`src/amp_regs_pkg.sv`:
```
// Register map, field layouts and timing constants for the amplifier control bank
// Notes on behaviour
// - Eight-bit page register, reset 1, picks the page later accesses reach.
// - Eight-bit read-only identity register; writes never change it.
// - Ramp rate bits 5:4: 0 is 384 kHz, 1 is 352.8 kHz, 2 reserved.
// - Spread depth bits 1:0 under spread modulation: 1 is 5 %, 2 is 10 %.
// - Protection bit 2: zero enables over-temperature auto retry, one disables; reset zero.
// - Protection register resets to 3h, low two reserved bits set.
// - Auto passthrough: boost off at low power, boost on quickly at high power.
// - Load current and voltage sampled on each sense_sample pulse, streamed out as digital words.
// - After hardware or software reset, commands wait out the settings load time.
package amp_regs_pkg;

  localparam int ADDR_W = 10;
  localparam int DATA_W = 32;

  // Register indices; byte address is four times the index
  localparam logic [7:0] IDX_PAGE  = 8'h00;
  localparam logic [7:0] IDX_RAMP  = 8'h06;
  localparam logic [7:0] IDX_PROT  = 8'h09;
  localparam logic [7:0] IDX_ID    = 8'h7D;
  localparam logic [7:0] IDX_STAT  = 8'h60;
  localparam logic [7:0] IDX_MASK  = 8'h61;
  localparam logic [7:0] IDX_BOOST = 8'h62;
  localparam logic [7:0] IDX_SENSE = 8'h63;

  localparam logic [7:0] PAGE_ID  = 8'h01;
  localparam logic [7:0] PAGE_CFG = 8'h02;

  localparam logic [7:0] PAGE_RST      = 8'h01;
  localparam logic [7:0] RAMP_RST      = 8'h00;
  localparam logic [7:0] PROT_RST      = 8'h03;
  localparam logic [7:0] RAMP_WMASK    = 8'h33;
  localparam logic [7:0] PROT_WMASK    = 8'h04;
  localparam logic [7:0] BOOST_THR_RST = 8'h80;

  localparam int RAMP_FREQ_LSB  = 4;
  localparam int RAMP_DEPTH_LSB = 0;
  localparam int OT_RETRY_BIT   = 2;

  localparam logic [1:0] RAMP_384K   = 2'h0;
  localparam logic [1:0] RAMP_352K8  = 2'h1;
  localparam logic [1:0] DEPTH_5PCT  = 2'h1;
  localparam logic [1:0] DEPTH_10PCT = 2'h2;

  // Boost / mode register layout
  localparam int AUTO_PT_BIT  = 0;
  localparam int FORCE_BIT    = 1;
  localparam int SSM_BIT      = 2;
  localparam int SOFT_RST_BIT = 3;
  localparam int THR_LSB      = 8;
  localparam int BOOST_ON_BIT = 16;
  localparam int SHUTDN_BIT   = 17;

  // Interrupt events
  localparam int EV_OVERTEMP  = 0;
  localparam int EV_BOOST_ON  = 1;
  localparam int EV_SENSE     = 2;
  localparam int EV_LOAD_DONE = 3;
  localparam int NUM_EV       = 4;

  // Settings load time after reset
  localparam int CLK_PERIOD_NS = 10;
  localparam int LOAD_TIME_NS  = 100000;
  localparam int LOAD_CYCLES   = (LOAD_TIME_NS + CLK_PERIOD_NS - 1) / CLK_PERIOD_NS;
  localparam int LOAD_CNT_W    = 14;

  // Boost stays on this long after demand falls
  localparam int          HOLD_W    = 4;
  localparam logic [3:0]  HOLD_LAST = 4'hF;

  typedef enum logic [3:0] {
    SEL_NONE, SEL_PAGE, SEL_RAMP, SEL_PROT, SEL_ID,
    SEL_STAT, SEL_MASK, SEL_BOOST, SEL_SENSE
  } reg_sel_e;

  typedef enum logic {LD_BUSY, LD_READY} load_state_e;

endpackage

```
`src/boost_ctrl_if.sv`:
```
// Signals between the register bank and the boost passthrough controller
`timescale 1ns/100ps
interface boost_ctrl_if;
  logic       auto_mode;
  logic       force_on;
  logic [7:0] threshold;
  logic [7:0] demand;
  logic       boost_on;
  logic       activated;

  modport ctrl  (output auto_mode, force_on, threshold, demand, input boost_on, activated);
  modport boost (input auto_mode, force_on, threshold, demand, output boost_on, activated);
endinterface

```
`src/boost_passthrough.sv`:
```
// Class-H boost on/off decision for automatic passthrough
`timescale 1ns/100ps
module boost_passthrough (
  input wire logic pclk,
  input wire logic presetn,
  boost_ctrl_if.boost bp
);

  logic                           on_q;
  logic [amp_regs_pkg::HOLD_W-1:0] hold_cnt;
  logic                           high_power;

  assign high_power = bp.demand > bp.threshold;

  // Turn on at once; turn off only after demand stays low for the hold time
  always_ff @(posedge pclk or negedge presetn) begin
    if (!presetn) begin
      bp.boost_on <= 1'b0;
      hold_cnt    <= '0;
    end else if (!bp.auto_mode || bp.force_on || high_power) begin
      bp.boost_on <= 1'b1;
      hold_cnt    <= amp_regs_pkg::HOLD_LAST;
    end else if (hold_cnt != '0) begin
      hold_cnt <= hold_cnt - 1'b1;
    end else begin
      bp.boost_on <= 1'b0;
    end
  end

  always_ff @(posedge pclk or negedge presetn) begin
    if (!presetn) begin
      on_q <= 1'b0;
    end else begin
      on_q <= bp.boost_on;
    end
  end

  assign bp.activated = bp.boost_on & ~on_q;
endmodule // boost_passthrough

```
`src/amp_ctrl_regs.sv`:
```
// APB register bank: paging, identity, ramp, protection, boost and load sense
`timescale 1ns/100ps
module amp_ctrl_regs #(
  parameter int unsigned LOAD_CYCLES = amp_regs_pkg::LOAD_CYCLES,
  parameter logic [7:0]  ID_CODE     = 8'hA5 // Arbitrary identity value
) (
  input  wire logic                            pclk,
  input  wire logic                            presetn,
  input  wire logic                            psel,
  input  wire logic                            penable,
  input  wire logic                            pwrite,
  input  wire logic [amp_regs_pkg::ADDR_W-1:0] paddr,
  input  wire logic [amp_regs_pkg::DATA_W-1:0] pwdata,
  input  wire logic [3:0]                      pstrb,
  output logic      [amp_regs_pkg::DATA_W-1:0] prdata,
  output logic                                 pready,
  output logic                                 pslverr,
  output logic                                 irq,
  input  wire logic                            die_overtemp,
  output logic                                 amp_shutdown,
  output logic      [1:0]                      ramp_freq_sel,
  output logic      [1:0]                      ramp_spread_depth,
  output logic                                 spread_spectrum_modulation,
  input  wire logic [7:0]                      output_demand,
  output logic                                 boost_enable,
  output logic                                 passthrough_on,
  input  wire logic                            sense_sample,
  input  wire logic [15:0]                     load_current,
  input  wire logic [15:0]                     load_voltage,
  output logic      [31:0]                     sense_stream_data,
  output logic                                 sense_stream_valid,
  output logic                                 config_loading
);

  localparam logic [amp_regs_pkg::LOAD_CNT_W-1:0] LOAD_LAST =
    amp_regs_pkg::LOAD_CNT_W'(LOAD_CYCLES - 1);

  logic [7:0]                        page_sel;
  logic [7:0]                        ramp_reg;
  logic [7:0]                        prot_reg;
  logic [7:0]                        thr;
  logic                              auto_pt;
  logic                              force_boost;
  logic                              ssm_en;
  logic [amp_regs_pkg::NUM_EV-1:0]   stat;
  logic [amp_regs_pkg::NUM_EV-1:0]   mask;
  logic [amp_regs_pkg::NUM_EV-1:0]   ev;
  logic [amp_regs_pkg::NUM_EV-1:0]   clr;
  logic                              ot_q;
  amp_regs_pkg::load_state_e         load_state;
  logic [amp_regs_pkg::LOAD_CNT_W-1:0] load_cnt;
  logic                              load_done;
  amp_regs_pkg::reg_sel_e            sel;
  logic                              setup;
  logic                              wr_go;
  logic                              wr_lo;
  logic                              soft_rst;
  logic                              retry_en;
  logic [amp_regs_pkg::DATA_W-1:0]   rdata;

  boost_ctrl_if bif ();

  // Maps page and byte address to a register
  function automatic amp_regs_pkg::reg_sel_e decode(
    input logic [7:0]                      pg,
    input logic [amp_regs_pkg::ADDR_W-1:0] a
  );
    logic [7:0] idx;
    idx    = a[amp_regs_pkg::ADDR_W-1:2];
    decode = amp_regs_pkg::SEL_NONE;
    if (a[1:0] == 2'h0) begin
      case (idx)
        amp_regs_pkg::IDX_PAGE:  decode = amp_regs_pkg::SEL_PAGE;
        amp_regs_pkg::IDX_STAT:  decode = amp_regs_pkg::SEL_STAT;
        amp_regs_pkg::IDX_MASK:  decode = amp_regs_pkg::SEL_MASK;
        amp_regs_pkg::IDX_BOOST: decode = amp_regs_pkg::SEL_BOOST;
        amp_regs_pkg::IDX_SENSE: decode = amp_regs_pkg::SEL_SENSE;
        amp_regs_pkg::IDX_RAMP: begin
          if (pg == amp_regs_pkg::PAGE_CFG) decode = amp_regs_pkg::SEL_RAMP;
        end
        amp_regs_pkg::IDX_PROT: begin
          if (pg == amp_regs_pkg::PAGE_CFG) decode = amp_regs_pkg::SEL_PROT;
        end
        amp_regs_pkg::IDX_ID: begin
          if (pg == amp_regs_pkg::PAGE_ID) decode = amp_regs_pkg::SEL_ID;
        end
        default: decode = amp_regs_pkg::SEL_NONE;
      endcase
    end
  endfunction

  // Only writable bits change; reserved bits keep their value
  function automatic logic [7:0] merge(
    input logic [7:0] old,
    input logic [7:0] wdat,
    input logic [7:0] wmask
  );
    merge = (old & ~wmask) | (wdat & wmask);
  endfunction

  assign sel      = decode(page_sel, paddr);
  assign setup    = psel && !penable;
  assign pready   = (load_state == amp_regs_pkg::LD_READY);
  assign wr_go    = psel && penable && pwrite && pready;
  assign wr_lo    = wr_go && pstrb[0];
  assign pslverr  = psel && penable && pready && (sel == amp_regs_pkg::SEL_NONE);
  assign soft_rst = wr_lo && (sel == amp_regs_pkg::SEL_BOOST) && pwdata[amp_regs_pkg::SOFT_RST_BIT];

  // Settings load after hardware or software reset
  always_ff @(posedge pclk or negedge presetn) begin
    if (!presetn) begin
      load_state <= amp_regs_pkg::LD_BUSY;
      load_cnt   <= '0;
    end else begin
      case (load_state)
        amp_regs_pkg::LD_BUSY: begin
          if (load_cnt == LOAD_LAST) begin
            load_state <= amp_regs_pkg::LD_READY;
            load_cnt   <= '0;
          end else begin
            load_cnt <= load_cnt + 1'b1;
          end
        end
        amp_regs_pkg::LD_READY: begin
          if (soft_rst) load_state <= amp_regs_pkg::LD_BUSY;
        end
        default: load_state <= amp_regs_pkg::LD_BUSY;
      endcase
    end
  end

  assign load_done      = (load_state == amp_regs_pkg::LD_BUSY) && (load_cnt == LOAD_LAST);
  assign config_loading = (load_state == amp_regs_pkg::LD_BUSY);

  // Page, ramp and protection registers
  always_ff @(posedge pclk or negedge presetn) begin
    if (!presetn) begin
      page_sel <= amp_regs_pkg::PAGE_RST;
      ramp_reg <= amp_regs_pkg::RAMP_RST;
      prot_reg <= amp_regs_pkg::PROT_RST;
    end else if (soft_rst) begin
      page_sel <= amp_regs_pkg::PAGE_RST;
      ramp_reg <= amp_regs_pkg::RAMP_RST;
      prot_reg <= amp_regs_pkg::PROT_RST;
    end else if (wr_lo) begin
      case (sel)
        amp_regs_pkg::SEL_PAGE: page_sel <= pwdata[7:0];
        amp_regs_pkg::SEL_RAMP: ramp_reg <= merge(ramp_reg, pwdata[7:0], amp_regs_pkg::RAMP_WMASK);
        amp_regs_pkg::SEL_PROT: prot_reg <= merge(prot_reg, pwdata[7:0], amp_regs_pkg::PROT_WMASK);
        default: ;
      endcase
    end
  end

  // Boost mode, spread enable and threshold
  always_ff @(posedge pclk or negedge presetn) begin
    if (!presetn) begin
      auto_pt     <= 1'b1;
      force_boost <= 1'b0;
      ssm_en      <= 1'b0;
      thr         <= amp_regs_pkg::BOOST_THR_RST;
    end else if (wr_go && sel == amp_regs_pkg::SEL_BOOST) begin
      if (pstrb[0]) begin
        auto_pt     <= pwdata[amp_regs_pkg::AUTO_PT_BIT];
        force_boost <= pwdata[amp_regs_pkg::FORCE_BIT];
        ssm_en      <= pwdata[amp_regs_pkg::SSM_BIT];
      end
      if (pstrb[1]) thr <= pwdata[amp_regs_pkg::THR_LSB +: 8];
    end
  end

  // Interrupt mask
  always_ff @(posedge pclk or negedge presetn) begin
    if (!presetn) begin
      mask <= '0;
    end else if (wr_lo && sel == amp_regs_pkg::SEL_MASK) begin
      mask <= pwdata[amp_regs_pkg::NUM_EV-1:0];
    end
  end

  // Over-temperature edge detect
  always_ff @(posedge pclk or negedge presetn) begin
    if (!presetn) begin
      ot_q <= 1'b0;
    end else begin
      ot_q <= die_overtemp;
    end
  end

  assign ev[amp_regs_pkg::EV_OVERTEMP]  = die_overtemp && !ot_q;
  assign ev[amp_regs_pkg::EV_BOOST_ON]  = bif.activated;
  assign ev[amp_regs_pkg::EV_SENSE]     = sense_sample;
  assign ev[amp_regs_pkg::EV_LOAD_DONE] = load_done;
  assign clr = (wr_lo && sel == amp_regs_pkg::SEL_STAT) ? pwdata[amp_regs_pkg::NUM_EV-1:0] : '0;

  // Sticky status, set beats write-one-to-clear
  for (genvar i = 0; i < amp_regs_pkg::NUM_EV; i++) begin : g_stat
    always_ff @(posedge pclk or negedge presetn) begin
      if (!presetn) begin
        stat[i] <= 1'b0;
      end else begin
        stat[i] <= ev[i] | (stat[i] & ~clr[i]);
      end
    end
  end

  assign irq = |(stat & mask);

  // Amplifier stays off while hot; restarts on its own only with retry enabled
  assign retry_en = !prot_reg[amp_regs_pkg::OT_RETRY_BIT];

  always_ff @(posedge pclk or negedge presetn) begin
    if (!presetn) begin
      amp_shutdown <= 1'b0;
    end else if (die_overtemp) begin
      amp_shutdown <= 1'b1;
    end else if (retry_en || !stat[amp_regs_pkg::EV_OVERTEMP]) begin
      amp_shutdown <= 1'b0;
    end
  end

  // Ramp generator settings
  assign ramp_freq_sel              = ramp_reg[amp_regs_pkg::RAMP_FREQ_LSB +: 2];
  assign spread_spectrum_modulation = ssm_en;
  assign ramp_spread_depth          = ssm_en ? ramp_reg[amp_regs_pkg::RAMP_DEPTH_LSB +: 2] : 2'h0;

  // Boost passthrough controller
  assign bif.auto_mode = auto_pt;
  assign bif.force_on  = force_boost;
  assign bif.threshold = thr;
  assign bif.demand    = output_demand;

  boost_passthrough u_boost (
    .pclk    (pclk),
    .presetn (presetn),
    .bp      (bif.boost)
  );

  assign boost_enable   = bif.boost_on;
  assign passthrough_on = !bif.boost_on;

  // Load sense stream
  always_ff @(posedge pclk or negedge presetn) begin
    if (!presetn) begin
      sense_stream_data  <= '0;
      sense_stream_valid <= 1'b0;
    end else begin
      sense_stream_valid <= sense_sample;
      if (sense_sample) sense_stream_data <= {load_voltage, load_current};
    end
  end

  // Read mux
  always_comb begin
    rdata = '0;
    case (sel)
      amp_regs_pkg::SEL_PAGE:  rdata[7:0] = page_sel;
      amp_regs_pkg::SEL_RAMP:  rdata[7:0] = ramp_reg;
      amp_regs_pkg::SEL_PROT:  rdata[7:0] = prot_reg;
      amp_regs_pkg::SEL_ID:    rdata[7:0] = ID_CODE;
      amp_regs_pkg::SEL_STAT:  rdata[amp_regs_pkg::NUM_EV-1:0] = stat;
      amp_regs_pkg::SEL_MASK:  rdata[amp_regs_pkg::NUM_EV-1:0] = mask;
      amp_regs_pkg::SEL_BOOST: begin
        rdata[amp_regs_pkg::AUTO_PT_BIT]  = auto_pt;
        rdata[amp_regs_pkg::FORCE_BIT]    = force_boost;
        rdata[amp_regs_pkg::SSM_BIT]      = ssm_en;
        rdata[amp_regs_pkg::THR_LSB +: 8] = thr;
        rdata[amp_regs_pkg::BOOST_ON_BIT] = bif.boost_on;
        rdata[amp_regs_pkg::SHUTDN_BIT]   = amp_shutdown;
      end
      amp_regs_pkg::SEL_SENSE: rdata = sense_stream_data;
      default:                 rdata = '0;
    endcase
  end

  // Read data captured in the setup cycle
  always_ff @(posedge pclk or negedge presetn) begin
    if (!presetn) begin
      prdata <= '0;
    end else if (setup && !pwrite) begin
      prdata <= rdata;
    end
  end
endmodule // amp_ctrl_regs

```
`config.mk`:
```
export PLATFORM = sky130hd
export DESIGN_NAME = amp_ctrl_regs
export DESIGN_NICKNAME = d
export VERILOG_FILES = /design/src/amp_regs_pkg.sv /design/src/boost_ctrl_if.sv /design/src/boost_passthrough.sv /design/src/amp_ctrl_regs.sv
export SDC_FILE = /design/constraint.sdc
export NUM_CORES = 1
export LEC_CHECK = 0
export ABC_AREA = 1
export BUFFER_PORTS_ARGS = -buffer_cell sky130_fd_sc_hd__buf_2
export CORE_MARGIN = 2
export CORE_UTILIZATION = 41
export DETAILED_ROUTE_END_ITERATION = 12
export PLACE_DENSITY = 0.65
export SYNTH_ARGS = -nofsm -noshare
export SYNTH_HDL_FRONTEND = slang
export SYNTH_SLANG_ARGS = --single-unit
```
`constraint.sdc`:
```
create_clock -name pclk -period 5.35 [get_ports pclk]
set_input_delay 1.605 -clock pclk [delete_from_list [all_inputs] [get_ports pclk]]
set_output_delay 1.605 -clock pclk [all_outputs]
set_load 0.03 [all_outputs]
```
==> summary.md <==
| Metric | Value |
|---|---|
| Fin Clk Skew | `0.00677 ns` |
| Clock power share | `0.491` |
| Die height | `125 um` |
| Result of the run | `complete, no violations` |
| P_leak | `4.01 nW` |
| WL/cell | `14.4 um` |
| Post-Layout Inst Area | `7530 um2` |
| Core area | `14400 um2` |
| Vias per cell | `4.93` |
| Final Wtd Congestion | `0.868` |
| Post-synth net total | `827` |
| Starting Density | `0.417` |
| Sequential element share of the synthesized area | `0.504` |
| Clock latency on the worst-skew pair | `0.41 ns` |
| Largest regs | `prdata x32, sense_stream_data x32, load_cnt x14` |
| Crit path DAT | `2.93 ns` |
| Hold Path Stages | `1` |
| Layout cells sized above 1 | `0.265` |
| Reg2Reg Depth | `10` |
| Yosys reg bits | `121` |
| Final WS setup | `0.812 ns` |
| Endpoints failing setup | `0` |
| P_int | `1.71 mW` |
| Total Die Area | `15700 um2` |
| Reg2Reg Setup Slack | `3.08 ns` |
| Place WS | `0.753 ns` |
| Main synth FF type | `dfrtp_1` |
| Number of fill cells in the layout | `1404` |
| Gr usage total | `0.204` |
| Worst-margin pin slew | `1.04 ns` |
| Most common cell in the netlist | `nand2_1` |
| Number of CTS-inserted buffers | `17` |
| First-pass GRT wire length | `25.4 mm` |
| Startpoint types | `input pin` |
| Final Power | `2.26 mW` |
| Min-Delay Path Class | `reg2reg` |
| Largest vdd supply drop | `0.238 mV` |
| Number of global-route vias before repair | `5060` |
| Num rows | `44` |
| Layout Nets | `982` |
| CTS tree | `yes` |
| Drt pass-1 iters | `5` |
| NetSw | `547 uW` |
| FF-to-FF Start | `page_sel[7]$_DFFE_PN0P_` |
| Crit share post-route | `0.848` |
| WS Path Type | `in2out` |
| Clk pin slew, worst setup/hold paths | `0.05 ns` |
| Top post-synthesis cells by area | `dfrtp_1 49%, nand2_1 14%, inv_1 5.3%, o21ai_0 3.2%, nor2_1 3.0%` |
| Vias | `5304` |
| Final hold vios | `0` |
| Cell taking the most area after synthesis | `dfrtp_1` |
| Post-Syn Area | `6020 um2` |
| Setup Buffers After CTS | `0` |
| DP HPWL | `11.3 mm` |
| Slew HR | `0.304` |
| Die W | `125 um` |
| Port Buffers | `151` |
| Final count of pins violating max slew | `0` |
| Synth cell count leaders | `226 x nand2_1, 117 x dfrtp_1, 85 x inv_1` |
| Yosys warns | `0` |
| Clock Sinks | `121` |
| Reg-to-reg critical path endpoint | `page_sel[3]$_DFFE_PN0P_` |
| Number of synthesized flops with an enable pin | `0` |
| Top Ports | `170` |
| Drt drc | `0` |
| Post-CTS Resized | `0` |
| Synth top area share | `0.486` |
| Fmax | `0.220 GHz` |
| Routed WL | `15.5 mm` |
| Dpl cell area | `6950 um2` |
| Yosys cell types | `43` |
| P per Cell Area | `300 nW/um2` |
| Switching share of power | `0.242` |
| Clock root buffer | `clkbuf_16` |
| Worst path required time | `3.74 ns` |
| Post-layout min period | `4.54 ns` |
| RSZ-0062 raised after global routing | `no` |
| Iter 0 DRT Violations | `351` |
| FFs w/ async S/R, synth | `1.00` |
| Setup TNS | `0 ns` |
| Layout Area Growth over Synthesis | `25.0%` |
| Hold path start | `ot_q$_DFF_PN0_` |
| Final ANT Viol Nets | `0` |
| Number of max-cap violations | `0` |
| Initial antenna violation count | `1` |
| Combinational Power Share | `0.085` |
| Largest net degree at the start of global routing | `66` |
| Mean Syn Cell Area | `8.31 um2` |
| Hold Slack | `0.426 ns` |
| Critical Path Fanout Max | `5` |
| Maximum clock insertion buffer count | `2` |
| Sequential Power Share | `0.424` |
| Cell count after synthesis | `724` |
| Worst Hold End | `stat[0]$_DFF_PN0_` |
| H-tree levels | `4` |
| Critical Path End Type | `output port` |
| Overflow after GRT | `0` |
| # hold bufs at CTS | `0` |
[logic make-up (layout without fill, tap and decap cells)]
| kind of cell | Yosys count | count (layout) | synth area share |
|---|---|---|---|
| simple gates | 362 | 362 | 0.277 |
| flops | 121 | 121 | 0.504 |
| buf+inv | 115 | 281 | 0.0759 |
| compound gates | 112 | 112 | 0.117 |
| fa+ha+maj | 10 | 10 | 0.0208 |
| xor+xnor | 4 | 4 | 0.00582 |
| other cells | 0 | 1 | 0 |
[cell usage in the layout (no fill, tap or decap), types with 10 or more instances in the layout]
cell type and count:
a21oi_1 12, a22oi_1 10, buf_2 150, clkbuf_16 17
dfrtp_1 117, ha_1 10, inv_1 85, nand2_1 225
nand3_1 32, nand4_1 15, nor2_1 48, o21ai_0 38
o21ai_1 16, o31ai_1 14
[power by group through the flow]
stage                     Combinational [mW]  Sequential [mW]  Clock, mW
after global routing                   0.213            0.960       1.17
final                                  0.193            0.958       1.11
after detailed placement               0.195            0.973          0
after floorplan                       0.0554             1.02          0
after global placement                 0.194            0.972          0
after CTS                              0.196            0.958       1.13
[routing by layer]
metal / global-route usage / vias to the layer above / wire length, um
li1: - / 2646 / -
met1: 0.271 / 2461 / 7090
met2: 0.325 / 183 / 7180
met3: 0.0569 / 14 / 1070
met4: 0.0621 / 0 / 178
met5: 0 / - / 0
[metrics by stage]
stage	std cells	util
after detailed placement	1044	0.482
after CTS	1074	0.522
final	1075	0.522
after floorplan	724	-
after global placement	1044	0.482
after global routing	1074	0.522
[how the worst max path moves through the flow]
stage          endpoint  slack [ns]  startpoint  cells past startpoint
4_1_cts         pslverr        0.75    paddr[8]                     11
3_5_place_dp    pslverr        0.75    paddr[8]                     11
5_1_grt         pslverr        0.61    paddr[4]                     10
3_3_place_gp    pslverr        0.74    paddr[8]                     11
6_report        pslverr        0.81    paddr[8]                     11
2_1_floorplan   pslverr        0.56    paddr[7]                      8
[worst max-delay path, stage by stage]
cell and delay, ns:
buf_2 0.11, nand2_1 0.06, inv_1 0.03, nand2_1 0.09, nand2_1 0.06, nand2_1 0.13, nand3_4 0.11, nand2_4 0.12
inv_2 0.06, nor4_1 0.29, buf_2 0.26
[cell type report]
class	count	area, um2	area share
Multi-Input combinational cell	488	2530	0.336
Tap cell	184	230	0.0306
Antenna cell	1	2.50	0.000333
Clock inverter	7	93.8	0.0125
Inverter	94	353	0.0469
Sequential cell	121	3030	0.403
Timing Repair Buffer	157	803	0.107
Clock buffer	23	478	0.0635
Power figures use the tool's default switching activity.
